$ cat config.mk
export PLATFORM = sky130hd
export DESIGN_NAME = scs_clock_select
export DESIGN_NICKNAME = d
export VERILOG_FILES = /design/src/core/scs_pkg.sv /design/src/core/scs_clock_select.sv
export VERILOG_INCLUDE_DIRS = /design/src /design/src/core
export SDC_FILE = /design/constraint.sdc
export NUM_CORES = 1
export LEC_CHECK = 0
export ABC_CLOCK_PERIOD_IN_PS = 5000
export BUFFER_PORTS_ARGS = -buffer_cell sky130_fd_sc_hd__buf_2
export CORE_MARGIN = 2
export CORE_UTILIZATION = 50
export DETAILED_ROUTE_END_ITERATION = 8
export PLACE_DENSITY = 0.69
export SETUP_SLACK_MARGIN = 0.5
export SLEW_MARGIN = 30
export SYNTH_ARGS = -nofsm -noshare
export SYNTH_HDL_FRONTEND = slang
export SYNTH_SLANG_ARGS = --single-unit
$ cat constraint.sdc
create_clock -name pclk -period 5 [get_ports pclk]
set_input_delay 0.25 -clock pclk [delete_from_list [all_inputs] [get_ports pclk]]
set_output_delay 0.25 -clock pclk [all_outputs]
set_load 0.1 [all_outputs]
$ cat src/core/scs_consts.svh
// Register offsets, field positions, reset values and limits of the system clock selector.
`ifndef SCS_CONSTS_SVH
`define SCS_CONSTS_SVH

`define SCS_ADDR_SYSCFG      12'h000
`define SCS_ADDR_PLLCFG      12'h004
`define SCS_ADDR_PRESC       12'h008
`define SCS_ADDR_STATUS      12'h00C

`define SCS_SEL_WAKEUP       2'b00
`define SCS_SEL_RSVD         2'b01
`define SCS_SEL_OSC          2'b10
`define SCS_SEL_DIRECT       2'b11

`define SCS_SYSCFG_SEL_LSB   0
`define SCS_PLL_BYPASS_BIT   0
`define SCS_PLL_REFSEL_BIT   1
`define SCS_PLL_BAND_LSB     2
`define SCS_PLL_PLL_INPUT_DIVIDE_FIELD_LSB     4
`define SCS_PLL_PLL_FEEDBACK_MULTIPLY_FIELD_LSB     8
`define SCS_PLL_PLL_OUTPUT_DIVIDE_FIELD_LSB    16
`define SCS_PRESC_K1_LSB     0

`define SCS_RST_SEL          2'b00
`define SCS_RST_BYPASS       1'b1
`define SCS_RST_REFSEL       1'b0
`define SCS_RST_BAND         2'b00
`define SCS_RST_PLL_INPUT_DIVIDE_FIELD         4'h0
`define SCS_RST_PLL_FEEDBACK_MULTIPLY_FIELD         8'h03
`define SCS_RST_PLL_OUTPUT_DIVIDE_FIELD        6'h00
`define SCS_RST_PRESCALER_DIVIDE_FIELD        10'h000

`define SCS_BAND_LOW         2'b00
`define SCS_BAND_HIGH        2'b01
`define SCS_BAND_LOW_MIN     16'h0100
`define SCS_BAND_LOW_MAX     16'h2400
`define SCS_BAND_HIGH_MIN    16'h2000
`define SCS_BAND_HIGH_MAX    16'h3400
`define SCS_PLL_TRIM         16'h0040

`endif

$ cat src/core/scs_pkg.sv
// Types shared by the system clock selector.
package scs_pkg;

  typedef struct packed {
    logic       vco_bypass;
    logic       pll_ref_select;
    logic [1:0] vco_band_select;
    logic [3:0] pll_input_divide_field;
    logic [7:0] pll_feedback_multiply_field;
    logic [5:0] pll_output_divide_field;
  } scs_pll_cfg_t;

  typedef struct packed {
    logic [1:0] active_source;
    logic       pll_locked;
    logic       switch_parked;
  } scs_status_t;

  typedef enum logic [0:0] {
    SCS_RUN  = 1'b0,
    SCS_PARK = 1'b1
  } scs_mux_state_t;

endpackage

$ cat src/core/scs_clock_select.sv
// System clock source selection, prescaler and digital PLL model with an APB register port.
//
// Behaviour
// - Select 11 drives system clock from external pin
// - Select 10 with bypass divides source by K1
// - K1 reaches division by 1024 at most
// - K1 of one passes source through unchanged
// - Select 10 without bypass uses PLL output
// - PLL output equals input times N over P*K2
// - PLL reference selects oscillator or internal source
// - PLL frequency moves gradually toward lock
// - VCO output divided by K2 gives system clock
// - Band 00 low, 01 high, 1X reserved
// - Select 00 runs from wakeup clock
`timescale 1ns/1ps
`include "scs_consts.svh"

module scs_clock_select (
  input  wire logic                pclk,
  input  wire logic                presetn,
  input  wire logic                psel,
  input  wire logic                penable,
  input  wire logic                pwrite,
  input  wire logic [11:0]         paddr,
  input  wire logic [31:0]         pwdata,
  output logic [31:0]              prdata,
  output logic                     pready,
  output logic                     pslverr,
  input  wire logic                external_clock_pin,
  input  wire logic                oscillator_input_pin,
  input  wire logic                internal_clock_source,
  input  wire logic                wakeup_clock_source,
  output logic                     system_clock,
  output logic                     system_clock_tick,
  output scs_pkg::scs_status_t     clock_status
);
  import scs_pkg::*;

  function automatic logic rise(input logic cur, input logic prev);
    rise = cur & ~prev;
  endfunction

  //////////////////////////////////////////////////////////////////////////////
  // Registers and APB slave.
  //
  // The slave never stretches a transfer, so pready is tied high and every
  // access phase completes at its first rising edge.
  //
  // Read data are captured from the setup phase, so the word is already held
  // in a flip-flop while the access phase is sampled.
  //
  // A write to an unmapped offset is dropped and answered with pslverr, so
  // software that probes the map learns where the map ends.

  logic [1:0]     clock_source_select_r;
  scs_pll_cfg_t   pll_cfg_r;
  logic [9:0]     prescaler_divide_field_r;
  logic [31:0]    prdata_r;
  scs_status_t    status;

  wire            apb_access = psel & penable;
  wire            hit_sys    = paddr == `SCS_ADDR_SYSCFG;
  wire            hit_pll    = paddr == `SCS_ADDR_PLLCFG;
  wire            hit_presc  = paddr == `SCS_ADDR_PRESC;
  wire            hit_stat   = paddr == `SCS_ADDR_STATUS;
  wire            mapped     = hit_sys | hit_pll | hit_presc | hit_stat;
  wire            wr_en      = apb_access & pwrite & mapped;
  wire [1:0]      wr_sel     = pwdata[`SCS_SYSCFG_SEL_LSB +: 2];
  wire [1:0]      wr_band    = pwdata[`SCS_PLL_BAND_LSB +: 2];
  wire [31:0]     rd_mux     = hit_sys   ? {30'h0000_0000, clock_source_select_r} :
                               hit_pll   ? {10'h000, pll_cfg_r.pll_output_divide_field,
                                            pll_cfg_r.pll_feedback_multiply_field,
                                            pll_cfg_r.pll_input_divide_field, pll_cfg_r.vco_band_select,
                                            pll_cfg_r.pll_ref_select, pll_cfg_r.vco_bypass} :
                               hit_presc ? {22'h00_0000, prescaler_divide_field_r} :
                               hit_stat  ? {28'h000_0000, status} : 32'h0000_0000;

  assign pready  = 1'b1;
  assign pslverr = apb_access & ~mapped;
  assign prdata  = prdata_r;

  // The unused select code and the reserved band codes are dropped so the
  // clock tree never enters a configuration it has no path for.
  always_ff @(posedge pclk or negedge presetn)
  begin
    if (!presetn)
    begin
      clock_source_select_r    <= `SCS_RST_SEL;
      pll_cfg_r                <= '{`SCS_RST_BYPASS, `SCS_RST_REFSEL, `SCS_RST_BAND,
                                    `SCS_RST_PLL_INPUT_DIVIDE_FIELD, `SCS_RST_PLL_FEEDBACK_MULTIPLY_FIELD, `SCS_RST_PLL_OUTPUT_DIVIDE_FIELD};
      prescaler_divide_field_r <= `SCS_RST_PRESCALER_DIVIDE_FIELD;
      prdata_r                 <= 32'h0000_0000;
    end
    else
    begin
      if (psel && !penable && !pwrite)
        prdata_r <= rd_mux;
      if (wr_en && hit_sys && wr_sel != `SCS_SEL_RSVD)
        clock_source_select_r <= wr_sel;
      if (wr_en && hit_pll)
      begin
        pll_cfg_r.vco_bypass                  <= pwdata[`SCS_PLL_BYPASS_BIT];
        pll_cfg_r.pll_ref_select              <= pwdata[`SCS_PLL_REFSEL_BIT];
        pll_cfg_r.pll_input_divide_field      <= pwdata[`SCS_PLL_PLL_INPUT_DIVIDE_FIELD_LSB +: 4];
        pll_cfg_r.pll_feedback_multiply_field <= pwdata[`SCS_PLL_PLL_FEEDBACK_MULTIPLY_FIELD_LSB +: 8];
        pll_cfg_r.pll_output_divide_field     <= pwdata[`SCS_PLL_PLL_OUTPUT_DIVIDE_FIELD_LSB +: 6];
        if (!wr_band[1])
          pll_cfg_r.vco_band_select <= wr_band;
      end
      if (wr_en && hit_presc)
        prescaler_divide_field_r <= pwdata[`SCS_PRESC_K1_LSB +: 10];
    end
  end

  //////////////////////////////////////////////////////////////////////////////
  // Reference choice and prescaler.
  //
  // The reference levels are sampled on pclk, so each of their high and low
  // phases must last at least one pclk cycle or edges are lost.
  //
  // For odd divide factors the divided clock spends the extra edge low, which
  // keeps the counter compare simple at the cost of a slightly uneven duty.

  logic        ref_prev_r;
  logic [10:0] k1_cnt_r;
  logic        k1_out_r;

  wire         ref_clk  = pll_cfg_r.pll_ref_select ? internal_clock_source : oscillator_input_pin;
  wire         ref_edge = rise(ref_clk, ref_prev_r);
  wire [10:0]  k1_val   = {1'b0, prescaler_divide_field_r} + 11'h001;
  wire [10:0]  k1_half  = k1_val >> 1;
  wire [10:0]  k1_next  = (k1_cnt_r == k1_val - 11'h001) ? 11'h000 : k1_cnt_r + 11'h001;
  wire         presc_clk = (prescaler_divide_field_r == 10'h000) ? ref_clk : k1_out_r;

  always_ff @(posedge pclk or negedge presetn)
  begin
    if (!presetn)
    begin
      ref_prev_r <= 1'b0;
      k1_cnt_r   <= 11'h000;
      k1_out_r   <= 1'b0;
    end
    else
    begin
      ref_prev_r <= ref_clk;
      if (ref_edge)
      begin
        k1_cnt_r <= k1_next;
        k1_out_r <= k1_next < k1_half;
      end
    end
  end

  //////////////////////////////////////////////////////////////////////////////
  // Digital PLL: a phase accumulator whose step is trimmed by 64 counts per
  // comparison window, so the output frequency slides and never jumps.
  //
  // The accumulator runs at twice the VCO rate: the output toggles every K2
  // ticks, so one full output period spans 2*K2 ticks and the output frequency
  // is the VCO frequency divided by K2.
  //
  // The trim is a fixed amount per window; a larger trim locks sooner, while a
  // smaller one keeps the residual hunting around the lock point finer.

  logic [15:0] vco_step_r;
  logic [15:0] vco_phase_r;
  logic [3:0]  win_ref_cnt_r;
  logic [15:0] win_vco_cnt_r;
  logic        pll_locked_r;
  logic [5:0]  k2_cnt_r;
  logic        pll_out_r;

  wire         pll_enable = (clock_source_select_r == `SCS_SEL_OSC) & ~pll_cfg_r.vco_bypass;
  wire [16:0]  phase_sum  = {1'b0, vco_phase_r} + {1'b0, vco_step_r};
  wire         vco_tick   = pll_enable & phase_sum[16];
  wire         win_end    = ref_edge & (win_ref_cnt_r == pll_cfg_r.pll_input_divide_field);
  wire [15:0]  n_target   = {7'h00, pll_cfg_r.pll_feedback_multiply_field, 1'b0} + 16'h0002;
  wire [15:0]  band_min   = (pll_cfg_r.vco_band_select == `SCS_BAND_HIGH) ? `SCS_BAND_HIGH_MIN : `SCS_BAND_LOW_MIN;
  wire [15:0]  band_max   = (pll_cfg_r.vco_band_select == `SCS_BAND_HIGH) ? `SCS_BAND_HIGH_MAX : `SCS_BAND_LOW_MAX;
  wire         too_slow   = win_vco_cnt_r < n_target;
  wire         too_fast   = win_vco_cnt_r > n_target;
  wire [15:0]  step_up    = (vco_step_r < band_max - `SCS_PLL_TRIM) ? vco_step_r + `SCS_PLL_TRIM : band_max;
  wire [15:0]  step_dn    = (vco_step_r > band_min + `SCS_PLL_TRIM) ? vco_step_r - `SCS_PLL_TRIM : band_min;
  wire [15:0]  step_clamp = (vco_step_r < band_min) ? band_min : (vco_step_r > band_max) ? band_max : vco_step_r;
  wire         k2_wrap    = k2_cnt_r == pll_cfg_r.pll_output_divide_field;

  always_ff @(posedge pclk or negedge presetn)
  begin
    if (!presetn)
    begin
      vco_step_r    <= `SCS_BAND_LOW_MIN;
      vco_phase_r   <= 16'h0000;
      win_ref_cnt_r <= 4'h0;
      win_vco_cnt_r <= 16'h0000;
      pll_locked_r  <= 1'b0;
      k2_cnt_r      <= 6'h00;
      pll_out_r     <= 1'b0;
    end
    else if (!pll_enable)
    begin
      vco_phase_r   <= 16'h0000;
      win_ref_cnt_r <= 4'h0;
      win_vco_cnt_r <= 16'h0000;
      pll_locked_r  <= 1'b0;
      k2_cnt_r      <= 6'h00;
      pll_out_r     <= 1'b0;
      vco_step_r    <= step_clamp;
    end
    else
    begin
      vco_phase_r <= phase_sum[15:0];
      if (win_end)
      begin
        win_ref_cnt_r <= 4'h0;
        win_vco_cnt_r <= {15'h0000, vco_tick};
        pll_locked_r  <= ~too_slow & ~too_fast;
        vco_step_r    <= too_slow ? step_up : too_fast ? step_dn : step_clamp;
      end
      else
      begin
        if (ref_edge)
          win_ref_cnt_r <= win_ref_cnt_r + 4'h1;
        if (vco_tick)
          win_vco_cnt_r <= win_vco_cnt_r + 16'h0001;
      end
      // Each output half period spans K2 VCO ticks.
      if (vco_tick)
      begin
        k2_cnt_r <= k2_wrap ? 6'h00 : k2_cnt_r + 6'h01;
        if (k2_wrap)
          pll_out_r <= ~pll_out_r;
      end
    end
  end

  //////////////////////////////////////////////////////////////////////////////
  // Glitch-free output switch: park low until both old and new paths are low.
  //
  // Parking costs a few cycles of a held-low clock on every select change; in return
  // no phase is shortened, except a PLL high phase, which a write leaving select 10
  // cuts by clearing pll_out_r; a vco_bypass write under select 10 changes path unparked.
  //
  // The tick is derived from the registered clock itself, so it trails each
  // rising edge of system_clock by exactly one cycle.

  scs_mux_state_t mux_state_r;
  logic [1:0]     active_sel_r;
  logic           sys_clk_r;
  logic           tick_r;
  logic           sys_prev_r;

  function automatic logic path_level(input logic [1:0] sel, input logic byp,
                                      input logic ext, input logic pre, input logic pll, input logic wu);
    case (sel)
      `SCS_SEL_DIRECT: path_level = ext;
      `SCS_SEL_OSC:    path_level = byp ? pre : pll;
      default:         path_level = wu;
    endcase
  endfunction

  wire cur_level = path_level(active_sel_r, pll_cfg_r.vco_bypass, external_clock_pin, presc_clk,
                              pll_out_r, wakeup_clock_source);
  wire new_level = path_level(clock_source_select_r, pll_cfg_r.vco_bypass, external_clock_pin, presc_clk,
                              pll_out_r, wakeup_clock_source);
  wire sel_change = active_sel_r != clock_source_select_r;
  wire clk_nxt    = (mux_state_r == SCS_RUN) ? cur_level : 1'b0;

  always_ff @(posedge pclk or negedge presetn)
  begin
    if (!presetn)
    begin
      mux_state_r  <= SCS_RUN;
      active_sel_r <= `SCS_RST_SEL;
      sys_clk_r    <= 1'b0;
      sys_prev_r   <= 1'b0;
      tick_r       <= 1'b0;
    end
    else
    begin
      case (mux_state_r)
        SCS_RUN:
          if (sel_change && !cur_level)
            mux_state_r <= SCS_PARK;
        SCS_PARK:
          if (!new_level)
          begin
            active_sel_r <= clock_source_select_r;
            mux_state_r  <= SCS_RUN;
          end
        default:
          mux_state_r <= SCS_RUN;
      endcase
      sys_clk_r  <= (mux_state_r == SCS_RUN && sel_change && !cur_level) ? 1'b0 : clk_nxt;
      sys_prev_r <= sys_clk_r;
      tick_r     <= rise(sys_clk_r, sys_prev_r);
    end
  end

  assign status.active_source = active_sel_r;
  assign status.pll_locked    = pll_locked_r;
  assign status.switch_parked = mux_state_r == SCS_PARK;

  assign system_clock      = sys_clk_r;
  assign system_clock_tick = tick_r;
  assign clock_status      = status;

endmodule

==> metrics.cfg <==
[run_status]
status=finished clean

[setup_path]
crit_arrival_ps=4700
setup.worst_path.end_class=register
cp.depth=17
cp.required_ps=5310
crit_path_max_incr_delay_ps=520
r2r_end=k1_out_r
critPathKind=register to register
cp-start-kind=register
crit_end=k1_out_r
crit_fanout=7
reg2regPathDepth=17
r2r_slack_ps=610
critical_path.top_delay_family=simple AND/OR/NAND/NOR gates
path_cells=inv_4 -> ha_4 -> xor2_2 -> or4_1 -> and3b_1 -> a311o_1 -> or4_4 -> nor3_4 -> buf_6 -> a21oi_1 -> ha_1 -> o21ai_0 -> a211o_1 -> a31oi_2 -> nor4_2 -> o211a_1 -> a221o_1
worstSetupStartpoint=prescaler_divide_field_r[0]
r2r_start=prescaler_divide_field_r[0]
worst-path-buf-inv=2
slowest_stage=or4_4

[layout]
fillers=1476
fin_nets=1101
final_common_cell=dfrtp_1
post-route-util_pct=58.5
insertedDiodeCount=0
seqCellArea_um2=3360
drive_above_1_share_pct=21.2
multi_input_area_um2=5090
syn2layout_area_growth_pct=15.2
final_cell_mix=dfrtp_1 (127), nand2_1 (86), nor2_1 (71)

[floorplanning]
ioPinCount=93
core-area_um2=17100
die-area_um2=18500
initial_utilization_pct=50.8
num_rows=48
die_width_um=136
die_h_um=136

[detailed_routing]
ant_nets=0
dr.pass1.iters=5
route.vias.total=7179
drt_wl_total_um=21400
drcViolationCount=0
via_per_inst=5.81
drtIter0Drc=462
wl_per_cell_um=17.4

[clocking]
clock-sinks=134
clkTransAtPathRegs_ps=60
numCtsBuffers=17
root_buffer=clkbuf_16
clk_path_buf_depth=2
tritoncts=built
worstSkewPairLatency_ps=430
h-tree-depth=4

[power_and_ir_drop]
p_switching_uw=1060
power_frac_comb_pct=21.8
p_leak_uw=0.00466
power_frac_seq_pct=39.0
p_clk_share_pct=39.2
swShare_pct=33.8
p_per_area_nw_per_um2=314
p_int_uw=2080
peakVddDrop_uv=242

[global_route]
grt-ovfl-total=0
grt_first_pass_wirelength_um=35400
antenna_found_initial=0
grt_usage_pct=24.3
grt_pass1_vias=7020
grt_max_degree=87

[sta]
rsz0062_at_grt=no
finalSetupTns_ps=0
fmax_mhz=228
setup_viol=0
period_needed_ps=4390
maxSlewHeadroom_pct=42.4
maxSlewViolCount=0
worst_slew_pin_slew_ps=855
hold_viol_final=0
clock_skew_ps=9.48
fin_crit_sh_pct=87.8

[hold_path]
hold_class=primary input to register
holdPathStages=3

[synthesis]
synth.avg_cell_area_um2=9.48
synth_cell_types=83
async_flop_share_pct=100
synth-edff-count=0
yosys_warnings=0
ys.flop_type=dfrtp_1
ys_seq_area_share_pct=38.6
synthCells=917
syn_area_um2=8690
yosys_register_bits=134

[placed_design]
finalWeightedCongestion=0.932
numPortBuffers=71
dp_hpwl_um=15400

[job]
cap_violations=0

through the flow:
step                hold slack [ps]  instance area, um2  cells  total power (uW)  worst slack [ps]
global placement                368                9240   1188              1910               432
detailed placement              374                9240   1188              1920               326
finish                         53.9               10000   1235              3140               610
global route                   43.7               10000   1235              3300               445
CTS                            43.7                9860   1224              3150               524
floorplan                     -45.6                8740    926              1760               520
Yosys cell counts, types with 19 or more instances:
master    instances  share of area, %
mux2_2           35               4.5
a21oi_1          41               2.4
xor2_1           52               5.2
xnor2_1          20               2.0
nand2_1          88               3.8
buf_4            19               1.6
nand3_1          39               2.2
clkbuf_1         23              0.99
nor3_1           24               1.4
nor2_1           71               3.1
o21ai_0          37               2.1
dfrtp_1         130                37
inv_1            26               1.1
ha_1             50               7.2
power by group through the flow:
| stage | logic [uW] | registers (uW) | clock network, uW |
|---|---|---|---|
| final | 686 | 1230 | 1230 |
| after detailed placement | 677 | 1240 | 0 |
| after CTS | 679 | 1220 | 1250 |
| after global placement | 666 | 1240 | 0 |
| after floorplan | 498 | 1260 | 0 |
| after global routing | 758 | 1230 | 1310 |
flip-flops by register name, indices dropped and copies added, names as in the netlist, 2 cells and up:
register and cells:
vco_phase_r 16, k1_cnt_r 11, prescaler_divide_field_r 10, active_sel_r 2
k2_cnt_r 6, win_vco_cnt_r 16, prdata 22, vco_step_r 16
win_ref_cnt_r 4, clock_source_select_r 2, pll_cfg_r 21
timing repair:
item	in CTS	in global routing
cloned	0	0
setup endpoints to repair	1	1
endpoints found under the hold margin	82	0
pin swaps	1	8
buffers inserted	3	11
hold buffers	1	0
gates resized for setup	2	16
cell families after synthesis:
| logic type | share of synthesized area, % |
|---|---|
| AO/OA/AOI/OAI | 16.2 |
| buffers and inverters | 4.30 |
| AND/OR/NAND/NOR | 19.6 |
| XOR/XNOR | 7.79 |
| flip-flops | 38.6 |
| adder cells (fa/ha/maj) | 7.43 |
| other | 0.0864 |
| multiplexers | 6.00 |
worst min-delay path by stage:
stage	start	endpoint	slack (ps)
2_1_floorplan	presetn	active_sel_r[0]	-50
3_3_place_gp	presetn	prdata[7]	370
3_5_place_dp	presetn	pll_cfg_r[15]	370
4_1_cts	pwdata[16]	pll_cfg_r[0]	40
5_1_grt	pwdata[16]	pll_cfg_r[0]	40
6_report	pwdata[13]	pll_cfg_r[11]	50
worst min-delay path: stages:
cell	delay, ps
buf_2	90
nand2_1	40
o21ai_0	70
layer usage:
metal | vias to the layer above | wire (um) | track usage [%]
met1 | 3538 | 9610 | 32.4
li1 | 3480 | - | -
met2 | 133 | 10700 | 40.7
met4 | 0 | 357 | 7.47
met5 | - | 0 | 0
met3 | 28 | 787 | 4.29
final cells by class:
class | instances | share of cell area [%]
Timing Repair Buffer | 102 | 6.07
Clock inverter | 14 | 1.37
Clock buffer | 18 | 4.38
Inverter | 26 | 0.999
Multi-Input combinational cell | 716 | 50.8
Sequential cell | 134 | 33.6
Tap cell | 225 | 2.81
(Power assumes the default switching activity.)
